### src/logic/pae_regs.vh
// Register map, field layout, reset values and timing constants of the alarm evaluator
`ifndef PAE_REGS_VH
`define PAE_REGS_VH

// Values are signed fixed point, 16 bits with 8 fraction bits
`define PAE_VAL_W 16
`define PAE_FRAC_ONE 16'h0100
`define PAE_FRAC_HALF 16'h0080
`define PAE_ZERO 16'h0000

// Address: [5:3] alarm_instance_select (1..6, 0 = global page), [2:0] register
`define PAE_ADDR_W 6
`define PAE_ALARM_INSTANCE_SELECT_HI 5
`define PAE_ALARM_INSTANCE_SELECT_LO 3
`define PAE_REG_HI 2
`define PAE_REG_LO 0
`define PAE_GLOBAL_PAGE 3'h0
`define PAE_ALARM_INSTANCE_SELECT_FIRST 3'h1
`define PAE_ALARM_INSTANCE_SELECT_LAST 3'h6

// Registers of each alarm_parameter_group page
`define PAE_REG_CFG 3'h0
`define PAE_REG_TRIP 3'h1
`define PAE_REG_HYST 3'h2
`define PAE_REG_DEV 3'h3
`define PAE_REG_RATE 3'h4
`define PAE_REG_STAT 3'h5
// Registers of the global page
`define PAE_REG_CONFIRM 3'h0
`define PAE_REG_INPUT 3'h1

// Configuration register fields
`define PAE_CFG_TYPE_HI 3
`define PAE_CFG_TYPE_LO 0
`define PAE_CFG_LATCH_HI 5
`define PAE_CFG_LATCH_LO 4
`define PAE_CFG_UNIT_HI 7
`define PAE_CFG_UNIT_LO 6
`define PAE_CFG_INHIBIT 8
`define PAE_CFG_W 9
`define PAE_CFG_RESET 9'h000

// Alarm types
`define PAE_T_OFF 4'h0
`define PAE_T_ABS_HI 4'h1
`define PAE_T_ABS_LO 4'h2
`define PAE_T_DEV_HI 4'h3
`define PAE_T_DEV_LO 4'h4
`define PAE_T_DEV_BAND 4'h5
`define PAE_T_RATE_UP 4'h6
`define PAE_T_RATE_DN 4'h7
`define PAE_T_DIG_HI 4'h8
`define PAE_T_DIG_LO 4'h9

// Latching modes
`define PAE_L_NONE 2'h0
`define PAE_L_AUTO 2'h1
`define PAE_L_MANUAL 2'h2
`define PAE_L_TRIGGER 2'h3

// Rate period units
`define PAE_U_SEC 2'h0
`define PAE_U_MIN 2'h1
`define PAE_U_HOUR 2'h2

// Status codes
`define PAE_S_OFF 2'h0
`define PAE_S_ACT_ACKED 2'h1
`define PAE_S_CLEARED_UNACK 2'h2
`define PAE_S_ACT_UNACK 2'h3

// Timebase
`define PAE_CLK_PERIOD_NS 100
`define PAE_SECOND_NS 1000000000
`define PAE_SEC_PER_MIN 6'h3b
`define PAE_MIN_PER_HOUR 6'h3b
`define PAE_TB_W 30

`endif

### src/logic/pae_alarm_evaluator.v
// Six-instance process alarm evaluator with register port
//
// Added by the designer: the strobed register port and the placing of the registers.
`include "pae_regs.vh"
`timescale 1ns/100ps
`default_nettype none

module pae_alarm_evaluator #(
    parameter N_ALARM_INSTANCE_SELECT = 6,
    parameter TICKS_PER_SEC = `PAE_SECOND_NS / `PAE_CLK_PERIOD_NS
) (
    input wire clk,
    input wire rstn,
    input wire in_valid,
    input wire [`PAE_VAL_W-1:0] in_value,
    input wire [`PAE_VAL_W-1:0] ref_value,
    input wire [`PAE_ADDR_W-1:0] reg_addr,
    input wire [`PAE_VAL_W-1:0] reg_wdata,
    input wire reg_wr,
    input wire reg_rd,
    output reg [`PAE_VAL_W-1:0] reg_rdata,
    output reg [N_ALARM_INSTANCE_SELECT-1:0] alarm_out
);

    localparam VW = `PAE_VAL_W;
    localparam [`PAE_TB_W-1:0] TB_LAST = TICKS_PER_SEC - 1;

    // Per-instance configuration, indexed by alarm_instance_select
    reg [`PAE_CFG_W-1:0] cfg [1:N_ALARM_INSTANCE_SELECT];
    reg [VW-1:0] trip_level [1:N_ALARM_INSTANCE_SELECT];
    reg [VW-1:0] hyst [1:N_ALARM_INSTANCE_SELECT];
    reg [VW-1:0] deviation [1:N_ALARM_INSTANCE_SELECT];
    reg [VW-1:0] rate_amount [1:N_ALARM_INSTANCE_SELECT];

    reg [VW-1:0] cur_value;
    reg [`PAE_TB_W-1:0] tb_count;
    reg [5:0] sec_count;
    reg [5:0] min_count;
    reg tick_sec;
    reg tick_min;
    reg tick_hour;

    wire [2:0] wr_alarm_instance_select = reg_addr[`PAE_ALARM_INSTANCE_SELECT_HI:`PAE_ALARM_INSTANCE_SELECT_LO];
    wire [2:0] wr_reg = reg_addr[`PAE_REG_HI:`PAE_REG_LO];
    wire alarm_instance_select_hit = (wr_alarm_instance_select >= `PAE_ALARM_INSTANCE_SELECT_FIRST) && (wr_alarm_instance_select <= `PAE_ALARM_INSTANCE_SELECT_LAST);
    wire confirm_wr = reg_wr && (wr_alarm_instance_select == `PAE_GLOBAL_PAGE) && (wr_reg == `PAE_REG_CONFIRM);
    wire alarm_instance_select_wr = reg_wr && alarm_instance_select_hit;

    // One write enable per writable register of the addressed instance page; the status register has none
    wire wr_cfg = alarm_instance_select_wr && (wr_reg == `PAE_REG_CFG);
    wire wr_trip = alarm_instance_select_wr && (wr_reg == `PAE_REG_TRIP);
    wire wr_hyst = alarm_instance_select_wr && (wr_reg == `PAE_REG_HYST);
    wire wr_dev = alarm_instance_select_wr && (wr_reg == `PAE_REG_DEV);
    wire wr_rate = alarm_instance_select_wr && (wr_reg == `PAE_REG_RATE);

    wire [2*N_ALARM_INSTANCE_SELECT-1:0] status_flat;
    wire [2*N_ALARM_INSTANCE_SELECT-1:0] next_status_flat;

    reg [VW-1:0] next_rdata;

    integer k;

    // Configuration writes
    always @(posedge clk) begin
        if (!rstn) begin
            for (k = 1; k <= N_ALARM_INSTANCE_SELECT; k = k + 1) begin
                cfg[k] <= `PAE_CFG_RESET;
                trip_level[k] <= `PAE_FRAC_ONE;
                hyst[k] <= `PAE_ZERO;
                deviation[k] <= `PAE_ZERO;
                rate_amount[k] <= `PAE_ZERO;
            end
        end else begin
            if (wr_cfg)
                cfg[wr_alarm_instance_select] <= reg_wdata[`PAE_CFG_W-1:0];
            if (wr_trip)
                trip_level[wr_alarm_instance_select] <= reg_wdata;
            if (wr_hyst)
                hyst[wr_alarm_instance_select] <= reg_wdata;
            if (wr_dev)
                deviation[wr_alarm_instance_select] <= reg_wdata;
            if (wr_rate)
                rate_amount[wr_alarm_instance_select] <= reg_wdata;
        end
    end

    // Last strobed process value, read back on the global page; the reference
    // is used only in the evaluation cycle, so it is not kept
    always @(posedge clk) begin
        if (!rstn) begin
            cur_value <= `PAE_ZERO;
        end else if (in_valid) begin
            cur_value <= in_value;
        end
    end

    // Second, minute and hour ticks for the rate alarms; each is one cycle long
    wire sec_wrap = (tb_count == TB_LAST);
    wire min_wrap = sec_wrap && (sec_count == `PAE_SEC_PER_MIN);
    wire hour_wrap = min_wrap && (min_count == `PAE_MIN_PER_HOUR);

    always @(posedge clk) begin
        if (!rstn) begin
            tb_count <= {`PAE_TB_W{1'b0}};
            tick_sec <= 1'b0;
        end else if (sec_wrap) begin
            tb_count <= {`PAE_TB_W{1'b0}};
            tick_sec <= 1'b1;
        end else begin
            tb_count <= tb_count + {{(`PAE_TB_W-1){1'b0}}, 1'b1};
            tick_sec <= 1'b0;
        end
    end

    // Minutes are counted in seconds
    always @(posedge clk) begin
        if (!rstn) begin
            sec_count <= 6'h00;
            tick_min <= 1'b0;
        end else if (min_wrap) begin
            sec_count <= 6'h00;
            tick_min <= 1'b1;
        end else begin
            if (sec_wrap)
                sec_count <= sec_count + 6'h01;
            tick_min <= 1'b0;
        end
    end

    // Hours are counted in minutes
    always @(posedge clk) begin
        if (!rstn) begin
            min_count <= 6'h00;
            tick_hour <= 1'b0;
        end else if (hour_wrap) begin
            min_count <= 6'h00;
            tick_hour <= 1'b1;
        end else begin
            if (min_wrap)
                min_count <= min_count + 6'h01;
            tick_hour <= 1'b0;
        end
    end

    genvar g;
    generate
        for (g = 1; g <= N_ALARM_INSTANCE_SELECT; g = g + 1) begin : alarm_instance_select
            wire [3:0] a_type = cfg[g][`PAE_CFG_TYPE_HI:`PAE_CFG_TYPE_LO];
            wire [1:0] latch = cfg[g][`PAE_CFG_LATCH_HI:`PAE_CFG_LATCH_LO];
            wire [1:0] unit = cfg[g][`PAE_CFG_UNIT_HI:`PAE_CFG_UNIT_LO];
            wire forced_off = cfg[g][`PAE_CFG_INHIBIT] || (a_type == `PAE_T_OFF);

            reg [1:0] status;
            reg src;
            reg confirm_pend;
            reg rate_cond;
            reg [VW-1:0] sample;

            // Signed arithmetic one bit wider so nothing wraps
            wire signed [VW:0] x = {in_value[VW-1], in_value};
            wire signed [VW:0] r = {ref_value[VW-1], ref_value};
            wire signed [VW:0] t = {trip_level[g][VW-1], trip_level[g]};
            wire signed [VW:0] h = {hyst[g][VW-1], hyst[g]};
            wire signed [VW:0] d = {deviation[g][VW-1], deviation[g]};
            wire signed [VW:0] ra = {rate_amount[g][VW-1], rate_amount[g]};
            wire signed [VW:0] cv = {cur_value[VW-1], cur_value};
            wire signed [VW:0] sv = {sample[VW-1], sample};
            wire signed [VW:0] half = {1'b0, `PAE_FRAC_HALF};
            wire signed [VW:0] diff = x - r;
            wire signed [VW:0] delta = cv - sv;
            wire signed [VW:0] hi_rel = t - h;
            wire signed [VW:0] lo_rel = t + h;
            // Magnitude of the deviation for the band type
            wire signed [VW:0] mag = diff[VW] ? -diff : diff;

            reg unit_tick;
            // Unit code three never ticks, which freezes a rate alarm where it stands
            always @* begin
                case (unit)
                    `PAE_U_SEC: unit_tick = tick_sec;
                    `PAE_U_MIN: unit_tick = tick_min;
                    `PAE_U_HOUR: unit_tick = tick_hour;
                    default: unit_tick = 1'b0;
                endcase
            end

            reg cond;
            always @* begin
                case (a_type)
                    `PAE_T_ABS_HI: cond = src ? (x >= hi_rel) : (x > t);
                    `PAE_T_ABS_LO: cond = src ? (x <= lo_rel) : (x < t);
                    `PAE_T_DEV_HI: cond = (diff >= d);
                    `PAE_T_DEV_LO: cond = (-diff >= d);
                    `PAE_T_DEV_BAND: cond = (mag >= d);
                    `PAE_T_RATE_UP: cond = rate_cond;
                    `PAE_T_RATE_DN: cond = rate_cond;
                    `PAE_T_DIG_HI: cond = (x >= half);
                    `PAE_T_DIG_LO: cond = (x < half);
                    default: cond = 1'b0;
                endcase
            end

            // Only an alarm already showing can be confirmed, so a stale confirm
            // never pre-acknowledges a later alarm
            wire ack_ok = confirm_pend && (status != `PAE_S_OFF);

            reg [1:0] next_status;
            always @* begin
                next_status = `PAE_S_OFF;
                case (latch)
                    `PAE_L_AUTO: begin
                        if (cond) begin
                            if ((status == `PAE_S_ACT_ACKED) ||
                                ((status == `PAE_S_ACT_UNACK) && ack_ok))
                                next_status = `PAE_S_ACT_ACKED;
                            else
                                next_status = `PAE_S_ACT_UNACK;
                        end else if ((status == `PAE_S_CLEARED_UNACK) ||
                                     (status == `PAE_S_ACT_UNACK)) begin
                            next_status = ack_ok ? `PAE_S_OFF : `PAE_S_CLEARED_UNACK;
                        end
                    end
                    `PAE_L_MANUAL: begin
                        if (cond) begin
                            next_status = `PAE_S_ACT_UNACK;
                        end else if (status == `PAE_S_CLEARED_UNACK) begin
                            next_status = ack_ok ? `PAE_S_OFF : `PAE_S_CLEARED_UNACK;
                        end else if (status != `PAE_S_OFF) begin
                            next_status = `PAE_S_CLEARED_UNACK;
                        end
                    end
                    default: begin
                        if (cond)
                            next_status = ((status == `PAE_S_ACT_ACKED) || ack_ok) ?
                                          `PAE_S_ACT_ACKED : `PAE_S_ACT_UNACK;
                    end
                endcase
            end

            // Status and the hysteresis side change only on a strobe, or clear at once while the instance is inhibited or off
            always @(posedge clk) begin
                if (!rstn) begin
                    status <= `PAE_S_OFF;
                    src <= 1'b0;
                end else if (forced_off) begin
                    status <= `PAE_S_OFF;
                    src <= 1'b0;
                end else if (in_valid) begin
                    status <= next_status;
                    src <= cond;
                end
            end

            // A confirm written in the evaluation cycle survives to the next one;
            // the set wins over its consumption
            always @(posedge clk) begin
                if (!rstn) begin
                    confirm_pend <= 1'b0;
                end else if (forced_off) begin
                    confirm_pend <= 1'b0;
                end else if (confirm_wr && reg_wdata[g-1]) begin
                    confirm_pend <= 1'b1;
                end else if (in_valid) begin
                    confirm_pend <= 1'b0;
                end
            end

            // Rate: change since the previous tick of the chosen unit
            always @(posedge clk) begin
                if (!rstn) begin
                    sample <= `PAE_ZERO;
                end else if (unit_tick) begin
                    sample <= cur_value;
                end
            end

            // The verdict holds from one tick to the next, so a slow ramp
            // between strobes is still judged over the whole period
            always @(posedge clk) begin
                if (!rstn) begin
                    rate_cond <= 1'b0;
                end else if (unit_tick) begin
                    case (a_type)
                        `PAE_T_RATE_UP: rate_cond <= (delta > ra);
                        `PAE_T_RATE_DN: rate_cond <= (-delta > ra);
                        default: rate_cond <= 1'b0;
                    endcase
                end
            end

            // What status will hold after this edge, for the output register
            reg [1:0] status_after;
            always @* begin
                if (forced_off)
                    status_after = `PAE_S_OFF;
                else if (in_valid)
                    status_after = next_status;
                else
                    status_after = status;
            end

            assign status_flat[2*g-1:2*g-2] = status;
            assign next_status_flat[2*g-1:2*g-2] = status_after;
        end
    endgenerate

    // Outputs follow the status in the same edge
    always @(posedge clk) begin
        if (!rstn) begin
            alarm_out <= {N_ALARM_INSTANCE_SELECT{1'b0}};
        end else begin
            for (k = 0; k < N_ALARM_INSTANCE_SELECT; k = k + 1) begin
                alarm_out[k] <= (next_status_flat[2*k+1 -: 2] != `PAE_S_OFF);
            end
        end
    end

    // Read mux; a strobe that hits no register returns zero
    always @* begin
        next_rdata = `PAE_ZERO;
        if (reg_rd && alarm_instance_select_hit) begin
            case (wr_reg)
                `PAE_REG_CFG: next_rdata = {{(VW-`PAE_CFG_W){1'b0}}, cfg[wr_alarm_instance_select]};
                `PAE_REG_TRIP: next_rdata = trip_level[wr_alarm_instance_select];
                `PAE_REG_HYST: next_rdata = hyst[wr_alarm_instance_select];
                `PAE_REG_DEV: next_rdata = deviation[wr_alarm_instance_select];
                `PAE_REG_RATE: next_rdata = rate_amount[wr_alarm_instance_select];
                `PAE_REG_STAT: next_rdata = {{(VW-2){1'b0}},
                                             status_flat[2*wr_alarm_instance_select-1 -: 2]};
                default: next_rdata = `PAE_ZERO;
            endcase
        end else if (reg_rd && (wr_alarm_instance_select == `PAE_GLOBAL_PAGE)) begin
            case (wr_reg)
                `PAE_REG_CONFIRM: next_rdata = {{(VW-N_ALARM_INSTANCE_SELECT){1'b0}}, alarm_out};
                `PAE_REG_INPUT: next_rdata = cur_value;
                default: next_rdata = `PAE_ZERO;
            endcase
        end
    end

    // Read data appear in the cycle after the strobe only
    always @(posedge clk) begin
        if (!rstn) begin
            reg_rdata <= `PAE_ZERO;
        end else begin
            reg_rdata <= next_rdata;
        end
    end

endmodule

`default_nettype wire

### config.mk
export PLATFORM = sky130hd
export DESIGN_NAME = pae_alarm_evaluator
export DESIGN_NICKNAME = d
export VERILOG_FILES = /design/src/logic/pae_alarm_evaluator.v
export VERILOG_INCLUDE_DIRS = /design/src /design/src/logic
export SDC_FILE = /design/constraint.sdc
export NUM_CORES = 2
export LEC_CHECK = 0
export BUFFER_PORTS_ARGS = -buffer_cell sky130_fd_sc_hd__buf_2
export CAP_MARGIN = 15
export CORE_MARGIN = 8
export CORE_UTILIZATION = 50
export CTS_BUF_LIST = sky130_fd_sc_hd__clkbuf_8
export DETAILED_ROUTE_END_ITERATION = 7
export PLACE_DENSITY_LB_ADDON = 0.3
export RECOVER_POWER = 25
export SYNTH_ARGS = -nofsm -noshare
export SYNTH_HDL_FRONTEND = slang
export SYNTH_SLANG_ARGS = --single-unit
### constraint.sdc
create_clock -name clk -period 7.9 [get_ports clk]
set_clock_uncertainty 0.05 [all_clocks]
set_input_delay 0.395 -clock clk [delete_from_list [all_inputs] [get_ports clk]]
set_output_delay 0.395 -clock clk [all_outputs]
set_load 0.01 [all_outputs]
After elaboration in Yosys (flattened, before gate mapping)
Memory sizes are Yosys's and may differ from the RTL's.
Cells that the tools add are included.
Storage, ports and cells
  register bits: 209
  latch bits: 0
  bits in writable memories: 438
  bits in read-only memories: 0
  output and inout bits: 22
  memories: 5
Operators by class
  add/subtract/negate cells: 30
  multipliers: 0
  divide/modulo/power cells: 0
  $lt $le $gt $ge: 58
  eq/ne operators: 104
  shifts and indexed selects: 1
  multiplexer cells: 148
  bitwise logic cells: 1
  reduce and logical (&&, ||, !) cells: 107
Memory list
  deviation: words 6, width 16, rd ports 7, clocked after Yosys merged registers in 0, wr ports 6, line pae_alarm_evaluator.v:32  | reg [VW-1:0] deviation [1:N_ALARM_INSTANCE_SELECT];
  hyst: words 6, width 16, rd ports 7, clocked after Yosys merged registers in 0, wr ports 6, line pae_alarm_evaluator.v:31  | reg [VW-1:0] hyst [1:N_ALARM_INSTANCE_SELECT];
  rate_amount: words 6, width 16, rd ports 7, clocked after Yosys merged registers in 0, wr ports 6, line pae_alarm_evaluator.v:33  | reg [VW-1:0] rate_amount [1:N_ALARM_INSTANCE_SELECT];
  trip_level: words 6, width 16, rd ports 7, clocked after Yosys merged registers in 0, wr ports 6, line pae_alarm_evaluator.v:30  | reg [VW-1:0] trip_level [1:N_ALARM_INSTANCE_SELECT];
  cfg: words 6, width 9, rd ports 7, clocked after Yosys merged registers in 0, wr ports 6, line pae_alarm_evaluator.v:29  | reg [`PAE_CFG_W-1:0] cfg [1:N_ALARM_INSTANCE_SELECT];
Operators by type and width (number)
  17-bit by 16-bit >= comparator with 1-bit output: 18
  16-bit by 16-bit subtractor with 17-bit output: 13
  17-bit by 16-bit > comparator with 1-bit output: 12
  2-bit 2-to-1 mux: 66
  17-bit negator: 7
  16-bit by 16-bit adder with 17-bit output: 6
  16-bit by 17-bit >= comparator with 1-bit output: 6
  16-bit by 17-bit <= comparator with 1-bit output: 6
  4-bit by 3-bit equality test with 1-bit output (second input constant): 24
  16-bit > comparator: 6
  16-bit less-than comparator: 6
  16-bit 2-to-1 mux: 6
  16-bit one-hot mux with 6 select lines: 1
  16-bit OR reduction: 4
  2-bit equality test (second input constant): 24
  4-bit by 2-bit equality test with 1-bit output (second input constant): 12
  4-bit equality test (second input constant): 12
  1-bit one-hot mux with 8 select lines: 6
  1-bit 2-to-1 mux: 43
  2-bit by 1-bit equality test with 1-bit output (second input constant): 18
  2-bit nonzero test: 18
  13-bit by 33-bit variable part select with 2-bit output: 1
  16-bit one-hot mux with 2 select lines: 1
  1-bit logical AND: 31
  other kinds (26): 102

Logic depth before layout (Yosys ltp)
  depth after elaboration: 10
  gate-level depth with buffers: 26
  gate-level depth less buffers: 25

Worst setup path after synthesis
Ideal clock, no wire load.
  path kind: input to register
  start: input port in_value[0]
  end: register alarm_instance_select[3].status[1]
  setup time: 115 ps
  arrival: 5818 ps
  path slack: 1917 ps
  stages on the path: 24
  cell sequence: inv_1 > ha_1 > fa_1 > nor2b_1 > o31a_1 > o21ai_1 > and2b_1 > xnor2_2 > nor3_4 > or3b_4 > or4_4 > nor4_1 > ha_1 > inv_1 > ha_1 > inv_1 > a2111o_1 > a31oi_1 > o311ai_0 > a21oi_1 > o32ai_1 > nor4_1 > a2111oi_0 > o21a_1
Between the ends
  cells in the longest elaborated chain, start to end: 9
  elaborated cells on any way between the ends: 21
  those cells by class: add/sub (2); order compare (9); mux (10)
RTL lines
  from (decl): line pae_alarm_evaluator.v:15  | input wire [`PAE_VAL_W-1:0] in_value,
  16-bit by 16-bit subtractor with 17-bit output: line pae_alarm_evaluator.v:169  | wire signed [VW:0] diff = x - r;
  17-bit negator: line pae_alarm_evaluator.v:174, pae_alarm_evaluator.v:193
  17-bit 2-to-1 mux: line pae_alarm_evaluator.v:174  | wire signed [VW:0] mag = diff[VW] ? -diff : diff;
  17-bit by 16-bit >= comparator with 1-bit output: line pae_alarm_evaluator.v:194  | `PAE_T_DEV_BAND: cond = (mag >= d);
  1-bit one-hot mux with 8 select lines *: line pae_alarm_evaluator.v:189  | case (a_type)
  2-bit 2-to-1 mux, on equally long branches: line pae_alarm_evaluator.v:233, pae_alarm_evaluator.v:212, pae_alarm_evaluator.v:224
  2-bit one-hot mux with 2 select lines *: line pae_alarm_evaluator.v:210  | case (latch)
  2-bit 2-to-1 mux * (2 in series)
  to (signal assigned): line pae_alarm_evaluator.v:243  | status <= `PAE_S_OFF;
  to (signal assigned): line pae_alarm_evaluator.v:246  | status <= `PAE_S_OFF;
  to (signal assigned): line pae_alarm_evaluator.v:249  | status <= next_status;
  to (decl): line pae_alarm_evaluator.v:153  | reg [1:0] status;
Mark *: on every way between the ends. The rest lies on a longest branch, timed or not.
A chain may end at the register's enable or synchronous reset.

Final worst setup path
  start: input port rstn
  end: register reg_rdata[7]
RTL lines
  from (decl): line pae_alarm_evaluator.v:13  | input wire rstn,
  to (signal assigned): line pae_alarm_evaluator.v:344  | reg_rdata <= `PAE_ZERO;
  to (signal assigned): line pae_alarm_evaluator.v:346  | reg_rdata <= next_rdata;
  to (decl): line pae_alarm_evaluator.v:21  | output reg [`PAE_VAL_W-1:0] reg_rdata,
No word-level cell between the ends.

==> impl_metrics.prom <==
# TYPE chip_impl_metric gauge
chip_impl_info{name="ctsRootBufferMaster",value="clkbuf_8"} 1
chip_impl_info{name="synth_flop_cell",value="edfxtp_1"} 1
chip_impl_metric{name="timing.setup.tns",unit="ps"} 0
chip_impl_info{name="crit_path_kind",value="input pin to flip-flop"} 1
chip_impl_metric{name="hpwlAfterDp",unit="um"} 191000
chip_impl_info{name="layout.cells.most_common_list",value="ha_1, inv_1, edfxtp_1"} 1
chip_impl_info{name="hold_class",value="input pin to flip-flop"} 1
chip_impl_metric{name="syn-mean-instance-area",unit="um^2"} 9.28
chip_impl_metric{name="setup_viol_count_final",unit=""} 0
chip_impl_metric{name="clock_sink_count",unit=""} 793
chip_impl_metric{name="placement.io_buffers",unit=""} 80
chip_impl_info{name="critical_path.endpoint_type",value="flip-flop"} 1
chip_impl_metric{name="die_area",unit="mm^2"} 0.147
chip_impl_metric{name="syn_area",unit="mm^2"} 0.0675
chip_impl_metric{name="timing.critical_path.arrival",unit="ps"} 8250
chip_impl_metric{name="die_width",unit="um"} 383
chip_impl_metric{name="max_freq",unit="GHz"} 0.132
chip_impl_metric{name="grt_first_pass_wirelength",unit="um"} 368000
chip_impl_info{name="violations",value="max-capacitance violations, max-slew violations"} 1
chip_impl_metric{name="finish.net_count",unit=""} 8582
chip_impl_metric{name="area.growth.synth_to_final",unit="%"} 8.24
chip_impl_info{name="tritoncts",value="done"} 1
chip_impl_info{name="status",value="complete, but fails checks"} 1
chip_impl_metric{name="fill_cells",unit=""} 12100
chip_impl_metric{name="number_of_cells_on_the_worst_reg_to_reg_path",unit=""} 23
chip_impl_metric{name="synth_enable_flop_cells",unit=""} 584
chip_impl_metric{name="placement_rows",unit=""} 134
chip_impl_info{name="start_kind",value="input pin"} 1
chip_impl_metric{name="floorplan.initialDensity",unit="%"} 50.5
chip_impl_metric{name="cts_max_level",unit=""} 4
chip_impl_metric{name="critPathMaxFanout",unit=""} 92
chip_impl_metric{name="route.vias.total",unit=""} 59300
chip_impl_metric{name="cts_buffer_depth",unit=""} 3
chip_impl_metric{name="timing.hold.worst_path_depth",unit=""} 4
chip_impl_metric{name="number_of_antenna_violating_nets_in_the_routed_design",unit=""} 0
chip_impl_metric{name="synthesis.yosys.warnings",unit=""} 0
chip_impl_metric{name="first_global_vias",unit=""} 55700
chip_impl_metric{name="post_detailed_route_via_to_cell_ratio",unit=""} 6.40
chip_impl_metric{name="worst_slew_margin_rel",unit="%"} -142
chip_impl_metric{name="gp_congestion",unit=""} 1.03
chip_impl_metric{name="post_synth_inst_count",unit=""} 7268
chip_impl_metric{name="post-cts-setup-buffers",unit=""} 0
chip_impl_metric{name="sequential_area",unit="mm^2"} 0.0217
chip_impl_metric{name="synth.ff_latch_count",unit=""} 793
chip_impl_info{name="grt_setup_unrepaired",value="no"} 1
chip_impl_metric{name="number_of_antenna_violations_at_the_first_check_in_global_routing",unit=""} 23
chip_impl_metric{name="power_density_cells",unit="mW/mm^2"} 185
chip_impl_metric{name="async_flop_share",unit="%"} 0
chip_impl_metric{name="maxCapViolCount",unit=""} 20
chip_impl_metric{name="synth-seq-area-share",unit="%"} 32.2
chip_impl_metric{name="finalCoreUtilization",unit="%"} 54.6
chip_impl_metric{name="grt_overflow_total",unit=""} 0
chip_impl_metric{name="path_clk_slew",unit="ps"} 60
chip_impl_metric{name="multiInputGateArea",unit="mm^2"} 0.0422
chip_impl_metric{name="report.final.hold_viol_count",unit=""} 0
chip_impl_metric{name="drc",unit=""} 0
chip_impl_metric{name="grtUsageTotal",unit="%"} 33.4
chip_impl_metric{name="max-vdd-ir-drop",unit="V"} 0.000154
chip_impl_metric{name="static-leakage-power",unit="nW"} 31.2
chip_impl_info{name="most_frequent_standard_cell_in_the_layout_excluding_fill_and_tap_cells",value="ha_1"} 1
chip_impl_metric{name="tightest_slew",unit="ps"} 3630
chip_impl_info{name="crit_path_top_delay_cell",value="clkinvlp_2"} 1
chip_impl_metric{name="totalWireLength",unit="um"} 256000
chip_impl_metric{name="drt-initial-drc-count",unit=""} 7996
chip_impl_metric{name="drt-wirelength-per-cell",unit="um"} 27.6
chip_impl_metric{name="cts-buffers-inserted",unit=""} 140
chip_impl_metric{name="worst_skew_pair.late_latency",unit="ps"} 840
chip_impl_info{name="worstPathCellList",value="buf_2 > clkbuf_1 > clkinvlp_2 > clkbuf_2 > nor2_1"} 1
chip_impl_metric{name="detailedRoute.firstPassIterationCount",unit=""} 7
chip_impl_metric{name="final_critical_path_share_of_the_clock_period",unit="%"} 96.2
chip_impl_metric{name="layout-drive-gt1-share",unit="%"} 5.69
chip_impl_metric{name="chipHeight",unit="um"} 383
chip_impl_metric{name="syn-num-nets",unit=""} 8475
chip_impl_metric{name="cp.required",unit="ps"} 8550
chip_impl_metric{name="delay_contributed_by_the_slowest_stage_of_the_critical_path",unit="ps"} 3200
chip_impl_metric{name="grt_max_degree",unit=""} 93
chip_impl_metric{name="drv_slew",unit=""} 798
chip_impl_metric{name="core_region",unit="mm^2"} 0.134
chip_impl_metric{name="min_period",unit="ps"} 7600
chip_impl_metric{name="ioPinCount",unit=""} 81
chip_impl_metric{name="synth.lib_cells_used.distinct",unit=""} 95
==> cells by family after synthesis <==
logic type,count (synthesis),share of synthesized area (%)
compound gates,1744,17.3
xor+xnor,402,5.26
fa+ha+maj,1148,21.5
buf+inv,960,5.34
flops,793,32.2
mux,135,2.01
simple gates,2086,16.4
==> registers in the layout, summed over array words and instances (netlist names) <==
signal,count
tick_sec,1
alarm_out,6
rate_amount,128
sec_count,6
alarm_instance_select.confirm_pend,6
alarm_instance_select.sample,96
alarm_instance_select.status,12
deviation,128
cfg,72
alarm_instance_select.src,6
alarm_instance_select.rate_cond,6
min_count,6
reg_rdata,16
trip_level,128
cur_value,16
hyst,128
tick_min,1
tick_hour,1
tb_count,30
==> worst max-delay path: cells and delay by family <==
kind / cells / cell delay (ps)
AND/OR/NAND/NOR: 1 / 500
buffers and inverters: 4 / 7330
==> repair_timing <==
item | in CTS | in global routing
setup endpoints to repair | 0 | 0
hold endpoints to repair | 1 | 0
hold buffers | 1 | 0
resized for setup | 0 | 0
==> synthesized netlist by cell type, types with 25 or more instances <==
library cell	n	area (um^2)
buf_1	32	120
dfxtp_1	209	4180
edfxtp_1	584	17500
a211oi_1	67	503
o211ai_1	34	255
xnor2_1	260	2280
o21bai_1	47	353
nor2_1	504	1890
inv_1	696	2610
o21a_1	73	548
o21ai_0	258	1290
a2111oi_0	26	228
clkbuf_1	229	860
and2_1	443	2770
ha_1	1129	14100
a21oi_1	403	2020
a221oi_1	43	377
mux2i_1	133	1330
xor2_1	140	1230
or3_1	50	313
o2111ai_1	25	219
o22ai_1	34	213
nor3_1	149	746
nand2b_1	86	538
nor2b_1	116	726
nor4_1	47	294
a31oi_1	63	394
nand4_1	154	963
and3_1	45	282
nand2_1	237	890
a22oi_1	258	1940
a21o_1	222	1670
nand3_1	142	711
==> metal layers <==
layer	GRT usage [%]	vias up	routed length (um)
met4	17.5	12	16100
met1	43.3	28200	101000
met3	9.42	807	31400
met5	0.585	-	164
met2	50.4	3539	108000
li1	-	26700	-
==> final cells by class <==
type                            instances  share of cell area (%)
Multi-Input combinational cell       5515                    57.8
Sequential cell                       793                    29.7
Inverter                              699                    3.60
Tap cell                             1768                    3.03
Clock buffer                          148                    2.79
Timing Repair Buffer                  226                    1.94
Clock inverter                        105                    1.03
Antenna cell                           12                  0.0411
==> per-stage QoR <==
stage | setup WS [ps] | total power (W) | hold slack, ps | instance area [um^2] | cells
5_1_grt | 280 | 0.0141 | 250 | 73000 | 9258
4_1_cts | 715 | 0.0134 | 170 | 73100 | 9250
2_1_floorplan | 1920 | 0.00797 | 376 | 67500 | 7268
3_3_place_gp | 500 | 0.00941 | 386 | 70200 | 8994
6_report | 303 | 0.0135 | 255 | 73000 | 9266
3_5_place_dp | 410 | 0.00951 | 400 | 70300 | 8996
==> where the power goes <==
part	internal (W)	switching (W)	leakage, nW
clock	0.00205	0.00186	1.60
sequential	0.00461	0.000227	7.17
combinational	0.00184	0.00292	22.5
==> final timing paths <==
| kind | start | endpoint | slack [ps] |
|---|---|---|---|
| min reg2reg | tb_count[0]$_SDFF_PP0_ | tb_count[0]$_SDFF_PP0_ | 410 |
| min | in_valid | alarm_instance_select[4].status[0]$_SDFF_PN0_ | 250 |
| max reg2reg | trip_level[3][0]$_SDFFCE_PN0P_ | alarm_instance_select[3].status[1]$_SDFF_PN0_ | 1800 |
| max | rstn | reg_rdata[7]$_SDFF_PN0_ | 300 |
(Power assumes the default switching activity.)
